[config.mk]
export PLATFORM = sky130hd
export DESIGN_NAME = lsrb_ctrl
export DESIGN_NICKNAME = d
export VERILOG_FILES = /design/src/hw/lsrb_pkg.sv /design/src/hw/lsrb_ctrl.sv
export SDC_FILE = /design/constraint.sdc
export NUM_CORES = 1
export LEC_CHECK = 0
export BUFFER_PORTS_ARGS = -buffer_cell sky130_fd_sc_hd__buf_2
export CAP_MARGIN = 20
export CORE_UTILIZATION = 38
export CTS_CLUSTER_DIAMETER = 30
export CTS_CLUSTER_SIZE = 10
export DETAILED_ROUTE_END_ITERATION = 10
export SYNTH_ARGS = -nofsm -noshare
export SYNTH_HDL_FRONTEND = slang
export SYNTH_SLANG_ARGS = --single-unit
[constraint.sdc]
create_clock -name clk -period 6.07 [get_ports clk]
set_input_delay 0.9105 -clock clk [delete_from_list [all_inputs] [get_ports clk]]
set_output_delay 0.9105 -clock clk [all_outputs]
set_load 0.01 [all_outputs]
[src/hw/lsrb_pkg.sv]
// Shared constants and types for the sensor result buffer controller
`default_nettype none
package lsrb_pkg;
  // Register byte offsets
  localparam logic [11:0] OFF_CTRL = 12'h000;
  localparam logic [11:0] OFF_PERIPHERAL_CONTROL = 12'h008;
  localparam logic [11:0] OFF_BIASCTRL = 12'h010;
  localparam logic [11:0] OFF_SCANVEC = 12'h01C;
  localparam logic [11:0] OFF_STATUS = 12'h020;
  localparam logic [11:0] OFF_POINTER = 12'h024;
  localparam logic [11:0] OFF_POPDATA = 12'h028;
  localparam logic [11:0] OFF_IFLAG = 12'h040;
  localparam logic [11:0] OFF_PWRDN = 12'h044;
  localparam logic [11:0] OFF_DACDATA0 = 12'h048;
  localparam logic [11:0] OFF_DACDATA1 = 12'h04C;
  localparam logic [11:0] OFF_CHCFG = 12'h100;
  localparam logic [11:0] OFF_SLOT = 12'h200;
  // Control register fields
  localparam int CTRL_OW = 0;
  localparam int CTRL_LVLSEL = 1;
  localparam int CTRL_STRVEC = 2;
  localparam int CTRL_W = 3;
  // Peripheral control fields (low bit of each)
  localparam int PC_DAC0MODE = 0;
  localparam int PC_DAC1MODE = 2;
  localparam int PC_DAC0SEL = 4;
  localparam int PC_DAC1SEL = 5;
  localparam int PC_DIV = 6;
  localparam int PC_CMP0MODE = 9;
  localparam int PC_CMP1MODE = 11;
  localparam int PC_WARMUP = 13;
  localparam int PC_W = 14;
  // Channel configuration word fields
  localparam int CH_CNTDIR = 16;
  localparam int CH_USECNT = 17;
  localparam int CH_STORE = 18;
  localparam int CH_CMPTHR = 20;
  // Interrupt flag bits
  localparam int IF_DATAV = 0;
  localparam int IF_LEVEL = 1;
  localparam int IF_OVF = 2;
  // Buffer levels and reset values
  localparam logic [4:0] HALF_LEVEL = 5'h08;
  localparam logic [4:0] FULL_LEVEL = 5'h10;
  localparam logic [2:0] CTRL_RST = 3'h0;
  localparam logic [13:0] PERIPHERAL_CONTROL_RST = 14'h0000;
  localparam logic [1:0] BIAS_RST = 2'h0;
  // Bias modes: cycled, accurate, untouched
  localparam logic [1:0] BIAS_CYCLED = 2'h0;
  localparam logic [1:0] BIAS_ACCURATE = 2'h1;
  localparam logic [1:0] BIAS_UNTOUCHED = 2'h2;
  // Comparator control modes
  localparam logic [1:0] CMP_MUX = 2'h1;
  localparam logic [1:0] CMP_MUXSCALE = 2'h2;
  // Divided DAC clock ticks per refresh
  localparam logic [1:0] DAC_REFRESH_TICKS = 2'h2;
  typedef enum logic [0:0] {DAC_IDLE, DAC_RUN} lsrb_dac_state_t;
  // One measurement from the sequencer
  typedef struct packed {
    logic valid;
    logic [3:0] chan;
    logic [15:0] count;
    logic compSample;
  } lsrb_meas_t;
  // DAC drive bundle
  typedef struct packed {
    logic update;
    logic [1:0] mode0;
    logic [1:0] mode1;
    logic [11:0] data0;
    logic [11:0] data1;
  } lsrb_dac_t;
  // Comparator control bundle, one half per comparator
  typedef struct packed {
    logic muxDrv0;
    logic [2:0] mux0;
    logic scaleDrv0;
    logic [5:0] scale0;
    logic muxDrv1;
    logic [2:0] mux1;
    logic scaleDrv1;
    logic [5:0] scale1;
  } lsrb_comp_t;
endpackage
`default_nettype wire
[src/hw/lsrb_ctrl.sv]
// Sensor result buffer controller with APB registers, DAC and comparator control
//
// The APB register port and the address map were left to the implementer.
`timescale 1ns/100ps
`default_nettype none
module lsrb_ctrl #(
  parameter int DEPTH = 16,
  parameter int CHANNELS = 16
) (
  input wire logic clk,
  input wire logic rst_n,
  input wire logic psel,
  input wire logic penable,
  input wire logic pwrite,
  input wire logic [11:0] paddr,
  input wire logic [31:0] pwdata,
  output logic pready,
  output logic [31:0] prdata,
  output logic pslverr,
  input wire lsrb_pkg::lsrb_meas_t meas,
  input wire logic scanDone,
  input wire logic measStart,
  input wire logic scanActive,
  input wire logic [3:0] activeChan,
  input wire logic [2:0] decoderEvents,
  output logic [18:0] eventOut,
  output logic dmaLevelReq,
  output logic dmaSingleReq,
  output lsrb_pkg::lsrb_dac_t dacOut,
  output logic auxOscEn,
  output logic dacClk,
  output lsrb_pkg::lsrb_comp_t compOut,
  output logic analogPowerOn,
  output logic biasHighAcc,
  output logic biasCtrlEn,
  output logic ramPowerOn
);

  ////////////////////////////////////////////////////////////////////////////
  // State
  typedef struct packed {
    logic [3:0] wrPtr;
    logic [3:0] rdPtr;
    logic [4:0] count;
    logic [2:0] ctrl;
    logic [13:0] peripheral_control;
    logic [1:0] bias;
    logic [11:0] dacData0;
    logic [11:0] dacData1;
    logic [2:0] iflag;
    logic [15:0] scanVec;
    logic vecPend;
    logic ramOff;
    logic ramOn; // Registered RAM power state for the pin
    logic pready;
    logic [31:0] prdata;
    logic pslverr;
    logic [18:0] eventOut;
    logic dmaLevel;
    logic dmaSingle;
    lsrb_pkg::lsrb_dac_state_t dacState;
    logic [1:0] dacTicks;
    logic [2:0] divCnt;
    logic auxOscEn;
    logic dacClk;
    lsrb_pkg::lsrb_dac_t dac;
    lsrb_pkg::lsrb_comp_t comp;
    logic analogOn;
    logic biasHigh;
    logic biasEn;
  } lsrb_state_t;

  lsrb_state_t q; // Registered state
  lsrb_state_t d; // Next state

  logic [31:0] bufMem [DEPTH]; // Result ring, RAM backed, not reset
  logic [31:0] chCfg [CHANNELS]; // Channel config words, RAM backed, not reset
  logic bufWe; // Ring write strobe
  logic [31:0] bufWdata; // Ring write data
  logic cfgWe; // Channel config write strobe

  // Bus phase decode
  logic setup, wrAcc, rdAcc, isSlot, isCfg; // Phase, access and region strobes
  assign setup = psel & ~penable;
  assign wrAcc = psel & penable & q.pready & pwrite;
  assign rdAcc = psel & penable & q.pready & ~pwrite;
  assign isSlot = paddr[11:6] == lsrb_pkg::OFF_SLOT[11:6];
  assign isCfg = paddr[11:6] == lsrb_pkg::OFF_CHCFG[11:6];

  // Buffer movement terms, shared with the checks below
  logic full, pop, pushReq, pushEff, rdFollow, levelHit, triggered; // Ring movement terms
  logic [31:0] cfgMeas;
  logic [31:0] cfgAct;
  assign cfgMeas = chCfg[meas.chan];
  assign cfgAct = chCfg[activeChan];
  assign full = q.count == lsrb_pkg::FULL_LEVEL;
  assign levelHit = q.ctrl[lsrb_pkg::CTRL_LVLSEL] ? full : (q.count >= lsrb_pkg::HALF_LEVEL);

  ////////////////////////////////////////////////////////////////////////////
  // Next-state logic
  always_comb begin
    logic samplePush, vecPush, rdInc, tick; // Per-cycle push, pop and tick terms
    logic [1:0] cm;
    samplePush = 1'b0;
    vecPush = 1'b0;
    rdInc = 1'b0;
    tick = 1'b0;
    cm = 2'h0;
    d = q;
    bufWe = 1'b0;
    bufWdata = 32'h0000_0000;
    cfgWe = 1'b0;
    // Sensor evaluation
    if (cfgMeas[lsrb_pkg::CH_USECNT]) begin
      triggered = cfgMeas[lsrb_pkg::CH_CNTDIR] ? (meas.count >= cfgMeas[15:0])
                                               : (meas.count < cfgMeas[15:0]);
    end else begin
      triggered = meas.compSample;
    end
    if (meas.valid) begin
      d.scanVec[meas.chan] = triggered;
    end
    // Buffer pushes: samples first, vector waits for a cycle with no sample push
    samplePush = meas.valid & cfgMeas[lsrb_pkg::CH_STORE] & ~q.ramOff;
    vecPush = (q.vecPend | (scanDone & q.ctrl[lsrb_pkg::CTRL_STRVEC])) & ~samplePush
              & ~q.ramOff;
    d.vecPend = (q.vecPend | (scanDone & q.ctrl[lsrb_pkg::CTRL_STRVEC])) & samplePush
                & ~q.ramOff;
    pushReq = samplePush | vecPush;
    if (samplePush) begin
      bufWdata = cfgMeas[lsrb_pkg::CH_USECNT] ? {16'h0000, meas.count} : {31'h0, meas.compSample};
    end else begin
      bufWdata = {16'h0000, d.scanVec};
    end
    // Pop only when unread data exists
    pop = rdAcc & (paddr == lsrb_pkg::OFF_POPDATA) & (q.count != 5'h00) & ~q.ramOff;
    pushEff = pushReq & (~full | pop | q.ctrl[lsrb_pkg::CTRL_OW]);
    rdFollow = pushReq & full & ~pop & q.ctrl[lsrb_pkg::CTRL_OW];
    rdInc = pop | rdFollow;
    if (pushEff) begin
      bufWe = 1'b1;
      d.wrPtr = q.wrPtr + 4'h1;
    end
    if (rdInc) begin
      d.rdPtr = q.rdPtr + 4'h1;
    end
    if (pushEff & ~rdInc) begin
      d.count = q.count + 5'h01;
    end else if (rdInc & ~pushEff) begin
      d.count = q.count - 5'h01;
    end
    // Sticky flags, set beats write-one-to-clear
    if (wrAcc & (paddr == lsrb_pkg::OFF_IFLAG)) begin
      d.iflag = q.iflag & ~pwdata[2:0];
    end
    if (q.count != 5'h00) begin
      d.iflag[lsrb_pkg::IF_DATAV] = 1'b1;
    end
    if (levelHit) begin
      d.iflag[lsrb_pkg::IF_LEVEL] = 1'b1;
    end
    if (pushReq & full & ~pop) begin
      d.iflag[lsrb_pkg::IF_OVF] = 1'b1;
    end
    // DMA requests follow the live level
    d.dmaLevel = levelHit;
    d.dmaSingle = q.count != 5'h00;
    // Event routing: decoder outputs then scan vector bits
    d.eventOut = {d.scanVec, decoderEvents};
    // Register writes
    if (wrAcc) begin
      case (paddr)
        lsrb_pkg::OFF_CTRL: d.ctrl = pwdata[lsrb_pkg::CTRL_W-1:0];
        lsrb_pkg::OFF_PERIPHERAL_CONTROL: d.peripheral_control = pwdata[lsrb_pkg::PC_W-1:0];
        lsrb_pkg::OFF_BIASCTRL: d.bias = pwdata[1:0];
        lsrb_pkg::OFF_DACDATA0: d.dacData0 = pwdata[11:0];
        lsrb_pkg::OFF_DACDATA1: d.dacData1 = pwdata[11:0];
        lsrb_pkg::OFF_PWRDN: begin
          if (pwdata[0]) begin
            d.ramOff = 1'b1;
          end
        end
        default: begin
          cfgWe = isCfg & ~q.ramOff;
        end
      endcase
    end
    d.ramOn = ~d.ramOff;
    // Bus answer: data captured in setup, ready in the first access cycle
    d.pready = setup;
    if (setup) begin
      d.pslverr = 1'b0;
      d.prdata = 32'h0000_0000;
      case (paddr)
        lsrb_pkg::OFF_CTRL: d.prdata = {29'h0, q.ctrl};
        lsrb_pkg::OFF_PERIPHERAL_CONTROL: d.prdata = {18'h0, q.peripheral_control};
        lsrb_pkg::OFF_BIASCTRL: d.prdata = {30'h0, q.bias};
        lsrb_pkg::OFF_SCANVEC: d.prdata = {16'h0000, q.scanVec};
        lsrb_pkg::OFF_STATUS: d.prdata = {27'h0, q.dacState == lsrb_pkg::DAC_RUN, q.ramOff,
                                          full, q.count >= lsrb_pkg::HALF_LEVEL,
                                          q.count != 5'h00};
        lsrb_pkg::OFF_POINTER: d.prdata = {19'h0, q.count, q.wrPtr, q.rdPtr};
        lsrb_pkg::OFF_POPDATA: d.prdata = q.ramOff ? 32'h0000_0000 : bufMem[q.rdPtr];
        lsrb_pkg::OFF_IFLAG: d.prdata = {29'h0, q.iflag};
        lsrb_pkg::OFF_PWRDN: d.prdata = {31'h0, q.ramOff};
        lsrb_pkg::OFF_DACDATA0: d.prdata = {20'h0, q.dacData0};
        lsrb_pkg::OFF_DACDATA1: d.prdata = {20'h0, q.dacData1};
        default: begin
          if (isSlot) begin
            d.prdata = q.ramOff ? 32'h0000_0000 : bufMem[paddr[5:2]];
          end else if (isCfg) begin
            d.prdata = q.ramOff ? 32'h0000_0000 : chCfg[paddr[5:2]];
          end else begin
            d.pslverr = 1'b1;
          end
        end
      endcase
    end
    // DAC refresh: oscillator runs only for the refresh
    tick = q.divCnt == q.peripheral_control[lsrb_pkg::PC_DIV+:3];
    d.dac.update = 1'b0;
    case (q.dacState)
      lsrb_pkg::DAC_IDLE: begin
        d.auxOscEn = 1'b0;
        d.dacClk = 1'b0;
        if (measStart) begin
          d.dacState = lsrb_pkg::DAC_RUN;
          d.auxOscEn = 1'b1;
          d.divCnt = 3'h0;
          d.dacTicks = 2'h0;
          d.dac.mode0 = q.peripheral_control[lsrb_pkg::PC_DAC0MODE+:2];
          d.dac.mode1 = q.peripheral_control[lsrb_pkg::PC_DAC1MODE+:2];
          d.dac.data0 = q.peripheral_control[lsrb_pkg::PC_DAC0SEL] ? cfgAct[31:20] : q.dacData0;
          d.dac.data1 = q.peripheral_control[lsrb_pkg::PC_DAC1SEL] ? cfgAct[31:20] : q.dacData1;
        end
      end
      lsrb_pkg::DAC_RUN: begin
        d.divCnt = tick ? 3'h0 : q.divCnt + 3'h1;
        if (tick) begin
          d.dacClk = ~q.dacClk;
          d.dacTicks = q.dacTicks + 2'h1;
          if (q.dacTicks == lsrb_pkg::DAC_REFRESH_TICKS - 2'h1) begin
            d.dac.update = 1'b1;
            d.dacState = lsrb_pkg::DAC_IDLE;
            d.auxOscEn = 1'b0;
          end
        end
      end
      default: d.dacState = lsrb_pkg::DAC_IDLE;
    endcase
    // Comparator mux and supply scale, comparator 0 serves channels 0-7
    cm = q.peripheral_control[lsrb_pkg::PC_CMP0MODE+:2];
    d.comp.muxDrv0 = (cm == lsrb_pkg::CMP_MUX) | (cm == lsrb_pkg::CMP_MUXSCALE);
    d.comp.scaleDrv0 = cm == lsrb_pkg::CMP_MUXSCALE;
    cm = q.peripheral_control[lsrb_pkg::PC_CMP1MODE+:2];
    d.comp.muxDrv1 = (cm == lsrb_pkg::CMP_MUX) | (cm == lsrb_pkg::CMP_MUXSCALE);
    d.comp.scaleDrv1 = cm == lsrb_pkg::CMP_MUXSCALE;
    if (~activeChan[3]) begin
      d.comp.mux0 = activeChan[2:0];
      d.comp.scale0 = cfgAct[lsrb_pkg::CH_CMPTHR+:6];
    end else begin
      d.comp.mux1 = activeChan[2:0];
      d.comp.scale1 = cfgAct[lsrb_pkg::CH_CMPTHR+:6];
    end
    // Analog power and bias duty cycling
    d.analogOn = q.peripheral_control[lsrb_pkg::PC_WARMUP] | scanActive
                 | (q.dacState == lsrb_pkg::DAC_RUN);
    d.biasEn = q.bias != lsrb_pkg::BIAS_UNTOUCHED;
    d.biasHigh = (q.bias == lsrb_pkg::BIAS_ACCURATE)
                 | ((q.bias == lsrb_pkg::BIAS_CYCLED) & scanActive);
  end

  ////////////////////////////////////////////////////////////////////////////
  // State register, synchronous active-low reset
  always_ff @(posedge clk) begin
    if (!rst_n) begin
      q <= '0;
      q.ctrl <= lsrb_pkg::CTRL_RST;
      q.peripheral_control <= lsrb_pkg::PERIPHERAL_CONTROL_RST;
      q.bias <= lsrb_pkg::BIAS_RST;
      q.dacState <= lsrb_pkg::DAC_IDLE;
      q.ramOn <= 1'b1;
    end else begin
      q <= d;
    end
  end

  // RAM-backed storage: contents undefined after reset
  always_ff @(posedge clk) begin
    if (bufWe) begin
      bufMem[q.wrPtr] <= bufWdata;
    end
    if (cfgWe) begin
      chCfg[paddr[5:2]] <= pwdata;
    end
  end

  // Outputs straight from the state register
  assign pready = q.pready;
  assign prdata = q.prdata;
  assign pslverr = q.pslverr;
  assign eventOut = q.eventOut;
  assign dmaLevelReq = q.dmaLevel;
  assign dmaSingleReq = q.dmaSingle;
  assign dacOut = q.dac;
  assign auxOscEn = q.auxOscEn;
  assign dacClk = q.dacClk;
  assign compOut = q.comp;
  assign analogPowerOn = q.analogOn;
  assign biasHighAcc = q.biasHigh;
  assign biasCtrlEn = q.biasEn;
  assign ramPowerOn = q.ramOn;

  ////////////////////////////////////////////////////////////////////////////
  // Checks
  property p_wr_advance;
    @(posedge clk) disable iff (!rst_n) pushEff |=> q.wrPtr == $past(q.wrPtr) + 4'h1;
  endproperty
  a_wr_advance: assert property (p_wr_advance) else $error("write pointer did not advance");
  property p_empty_pop;
    @(posedge clk) disable iff (!rst_n)
      (rdAcc && paddr == lsrb_pkg::OFF_POPDATA && q.count == 5'h00) |=> $stable(q.rdPtr);
  endproperty
  a_empty_pop: assert property (p_empty_pop) else $error("read pointer moved on empty");
  property p_full_drop;
    @(posedge clk) disable iff (!rst_n)
      (pushReq && full && !pop && !q.ctrl[lsrb_pkg::CTRL_OW]) |=> $stable(q.wrPtr) && full;
  endproperty
  a_full_drop: assert property (p_full_drop) else $error("stored into full buffer");
  property p_ow_follow;
    @(posedge clk) disable iff (!rst_n)
      (pushReq && full && !pop && q.ctrl[lsrb_pkg::CTRL_OW])
      |=> q.rdPtr == $past(q.rdPtr) + 4'h1 && q.rdPtr == q.wrPtr;
  endproperty
  a_ow_follow: assert property (p_ow_follow) else $error("read pointer did not follow");
  property p_full_ptrs;
    @(posedge clk) disable iff (!rst_n) full |-> q.wrPtr == q.rdPtr;
  endproperty
  a_full_ptrs: assert property (p_full_ptrs) else $error("full but pointers differ");
  property p_overflow;
    @(posedge clk) disable iff (!rst_n) (pushReq && full && !pop) |=> q.iflag[lsrb_pkg::IF_OVF];
  endproperty
  a_overflow: assert property (p_overflow) else $error("overflow flag not set");
  property p_cmp_trigger;
    @(posedge clk) disable iff (!rst_n)
      (meas.valid && !cfgMeas[lsrb_pkg::CH_USECNT])
      |=> q.scanVec[$past(meas.chan)] == $past(meas.compSample);
  endproperty
  a_cmp_trigger: assert property (p_cmp_trigger) else $error("scan vector bit wrong");
  property p_slot_read;
    @(posedge clk) disable iff (!rst_n)
      (rdAcc && isSlot && !pushReq) |=> $stable(q.rdPtr) && $stable(q.count);
  endproperty
  a_slot_read: assert property (p_slot_read) else $error("slot read moved buffer");
  property p_dac_refresh;
    @(posedge clk) disable iff (!rst_n)
      (measStart && q.dacState == lsrb_pkg::DAC_IDLE) |-> ##[1:40] q.dac.update;
  endproperty
  a_dac_refresh: assert property (p_dac_refresh) else $error("DAC refresh missing");
  property p_ram_sticky;
    @(posedge clk) disable iff (!rst_n) q.ramOff |=> q.ramOff;
  endproperty
  a_ram_sticky: assert property (p_ram_sticky) else $error("RAM came back on");
  property p_dma_single;
    @(posedge clk) disable iff (!rst_n) (q.count != 5'h00) |=> dmaSingleReq;
  endproperty
  a_dma_single: assert property (p_dma_single) else $error("single DMA request missing");
  c_fill: cover property (@(posedge clk) disable iff (!rst_n) full);
  c_overwrite: cover property (@(posedge clk) disable iff (!rst_n) rdFollow);
  c_pop: cover property (@(posedge clk) disable iff (!rst_n) pop);
  c_dac: cover property (@(posedge clk) disable iff (!rst_n) q.dac.update);

endmodule
`default_nettype wire

==> run_results.csv <==
group,metric,value,unit
grt,grt_use_total,0.237,
logic_synthesis,synth_top_family_by_area,"multiplexers",
critical_path,timing.rr.end,"bufMem[9][13]",
clocking,h-tree-depth,4,
critical_path,worstPathCellList,"buf_4 -> buf_4 -> buf_4 -> mux4_2 -> mux4_2 -> inv_1 -> ha_1 -> nand4_1 -> nor4_1 -> a2111oi_0 -> nand4_1 -> nand2_1 -> buf_12 -> o31ai_1 -> buf_2",
logic_synthesis,synth_area,0.0446,mm²
timing,rsz0062_at_grt,"no",
critical_path,crit_top_cell,"buf_4",
floorplan,core,0.116,mm²
timing,setup_viol,0,
critical_path,worst_path_max_delay_cell,"o31ai_1",
drt,wl_met1,53600,µm
power,p_leak,18.2,nW
grt,grt_max_degree,121,
critical_path,worstReg2RegStart,"chCfg[11][11]",
logic_synthesis,synth-seq-cells,951,
critical_path,endpoint_kind,"flip-flop",
clocking,cts_tree,"yes",
logic_synthesis,syn_nets,2824,
drt,routed_wirelength,142000,µm
layout,num-fill-cells,9677,
layout,drive_gt1_frac,0.360,
clocking,cts_setup_buffers,0,
critical_path,crit_path_max_incr_delay,0.84,ns
critical_path,rrSetupSlack,1.88,ns
logic_synthesis,synth_cell_type_count,81,
drt,vias,28097,
clocking,clk_pin_slew,0.04,ns
logic_synthesis,yosys.area_share.xor_xnor,0.00196,
logic_synthesis,synth-main-ff-cell,"edfxtp_1",
drt,drc,0,
run,max_cap_viol_count,0,
timing,fin_crit,4.75,ns
layout,fin_nets,3008,
clocking,clkLatencyLatePin,0.79,ns
logic_synthesis,ys_seq_area_frac,0.599,
hold_path,min_path_type,"in -> reg",
drt,met2_length,66800,µm
timing,skew,0.0476,ns
timing,slew_headroom,0.246,
timing,slew_violations,0,
drt,met3_length,15400,µm
power,finalPower,0.0197,W
drt,drt-initial-drc-count,3651,
logic_synthesis,synth_edf_count,768,
logic_synthesis,syn_avg_cell_area,16.4,µm²
logic_synthesis,async_reset_ff_frac,0,
drt,first_pass_iters,5,
layout,post-route-util,0.465,
power,powerDensity,365,mW/mm²
clocking,root_buffer,"clkbuf_16",
drt,antenna_left,0,
hold_path,holdPathStages,2,
placed_design,port_buffers,192,
timing,max_freq,210,MHz
clocking,ctsLongestPathBuffers,3,
grt,antenna_found_initial,21,
timing,final_hold_viol_count,0,
logic_synthesis,synth_fa_ha_area_frac,0.00859,
drt,top_layer_used,"met5",
critical_path,crit_required,6.68,ns
hold_path,hold_path_end,"eventOut[1]",
timing,worstMarginPinSlew,1.13,ns
critical_path,cp.arrival,5.36,ns
clocking,cts_made_buffers,193,
critical_path,rr_worst_depth,12,
hold_path,min_from,"decoderEvents[1]",
grt,grt_pass1_vias,28648,
status,outcome,"complete, no violations",
logic_synthesis,yosys_warnings,0,
floorplan,initial_core_util,0.384,
placed_design,place_hpwl,89200,µm
logic_synthesis,yosys.area_share.simple,0.0509,
timing,setup_tns,0,ns
logic_synthesis,synth.area.mux_share,0.245,
floorplan,io_pins,193,
drt,drt-vias-per-instance,6.11,
floorplan,placementRows,125,
timing,fin_crit_sh,0.783,
floorplan,die_y,345,µm
placed_design,gp_congestion,0.956,
drt,wire_per_inst,30.8,µm
grt,grt_overflow_total,0,
clocking,ctsResizeCount,0,
critical_path,startpoint_type,"input pin",
floorplan,die_area,0.119,mm²
clocking,hold_buffers,0,
grt,grt_pass1_wl,201000,µm
layout,layout.area.seq,0.0267,mm²
floorplan,die_w,345,µm
logic_synthesis,synthCells,2713,
layout,multi_input_area,0.0163,mm²
power,max-vdd-ir-drop,0.256,mV
clocking,clock-sinks,951,
layout,syn2layout_area_growth,21.2,%
critical_path,path_max_fanout,31,
critical_path,critPathKind,"in -> reg",
logic_synthesis,synth_compound_area_frac,0.0550,
## sequential cells by signal, indices dropped and copies added (netlist names), 3 cells and up, named ones only
signal / flops
compOut: 22
bufMem: 256
prdata: 32
chCfg: 512
eventOut: 3
dacOut: 29
q: 83
## per-layer routing
layer | global-route usage | up-vias
met3 | 0.0679 | 342
met1 | 0.308 | 14542
met2 | 0.374 | 1739
li1 | - | 11444
met5 | 0 | -
met4 | 0.0983 | 30
## kinds of logic after synthesis
group	count (synthesis)
flip-flops	951
multiplexers	556
AND/OR/NAND/NOR	464
AO/OA/AOI/OAI	373
buffers and inverters	329
adder cells (fa/ha/maj)	30
XOR/XNOR	10
## worst max-delay path: cells and delay by family
family | cells | cell delay [ns]
adder cells (fa/ha/maj) | 1 | 0.13
AND/OR/NAND/NOR | 4 | 0.75
AO/OA/AOI/OAI | 2 | 0.95
multiplexers | 2 | 0.97
buffers and inverters | 6 | 1.58
## report_power, final
part / switching [W] / total, W / internal [W] / leakage [nW]
sequential: 0.0000488 / 0.00718 / 0.00713 / 8.46
combinational: 0.000686 / 0.00113 / 0.000443 / 6.28
clock: 0.00363 / 0.0114 / 0.00781 / 3.45
total: 0.00436 / 0.0197 / 0.0154 / 18.2
## layout make-up
type	count	share of cell area
sequential	951	0.495
multi-input combinational	1433	0.301
clock buffer	229	0.0964
clock inverter	137	0.0363
tap	1524	0.0353
timing repair buffer	285	0.0342
inverter	33	0.00234
antenna	6	0.000278
## layout by cell type (no fill, tap or decap), types with 26 or more instances in the layout
master,synthesis,layout
clkbuf_16,0,198
bufinv_16,0,39
a21oi_1,105,105
mux2i_1,117,117
buf_2,63,189
mux4_2,426,426
ha_1,29,29
edfxtp_1,768,768
buf_4,109,79
clkinv_2,0,26
and3_1,29,29
a22oi_1,43,43
nor2_1,112,96
nand2_1,168,168
dfxtp_1,183,180
o21ai_0,71,71
inv_1,32,31
## through the flow
stage	setup WS (ns)	instances	hold slack [ns]	area [µm²]
3_3_place_gp	0.419	4220	0.443	46800
4_1_cts	0.948	4590	0.347	54000
6_report	1.32	4598	0.387	54000
2_1_floorplan	0.981	2713	0.433	44600
3_5_place_dp	0.148	4224	0.458	46800
5_1_grt	0.979	4593	0.369	54000
## worst max path at each step
stage | startpoint | endpoint | slack (ns) | depth (start not counted)
2_1_floorplan | meas[18] | bufMem[0][0] | 0.98 | 15
3_3_place_gp | meas[17] | bufMem[0][5] | 0.42 | 14
3_5_place_dp | meas[17] | bufMem[10][11] | 0.15 | 12
4_1_cts | meas[17] | bufMem[9][11] | 0.95 | 12
5_1_grt | meas[17] | bufMem[10][13] | 0.98 | 15
6_report | meas[17] | bufMem[9][13] | 1.32 | 15
## cells in the mapped netlist, types with 24 or more instances
library cell,number,area share
a211oi_1,25,0.0042
a21oi_1,105,0.012
a22oi_1,43,0.0072
and3_1,29,0.0041
buf_1,32,0.0027
buf_2,63,0.0071
buf_4,109,0.018
clkbuf_1,87,0.0073
dfxtp_1,183,0.082
edfxtp_1,768,0.52
ha_1,29,0.0081
inv_1,32,0.0027
mux2i_1,117,0.026
mux4_2,426,0.22
nand2_1,168,0.014
nand3_1,24,0.0027
nor2_1,112,0.0094
o21ai_0,71,0.0080
(Power assumes the default switching activity.)
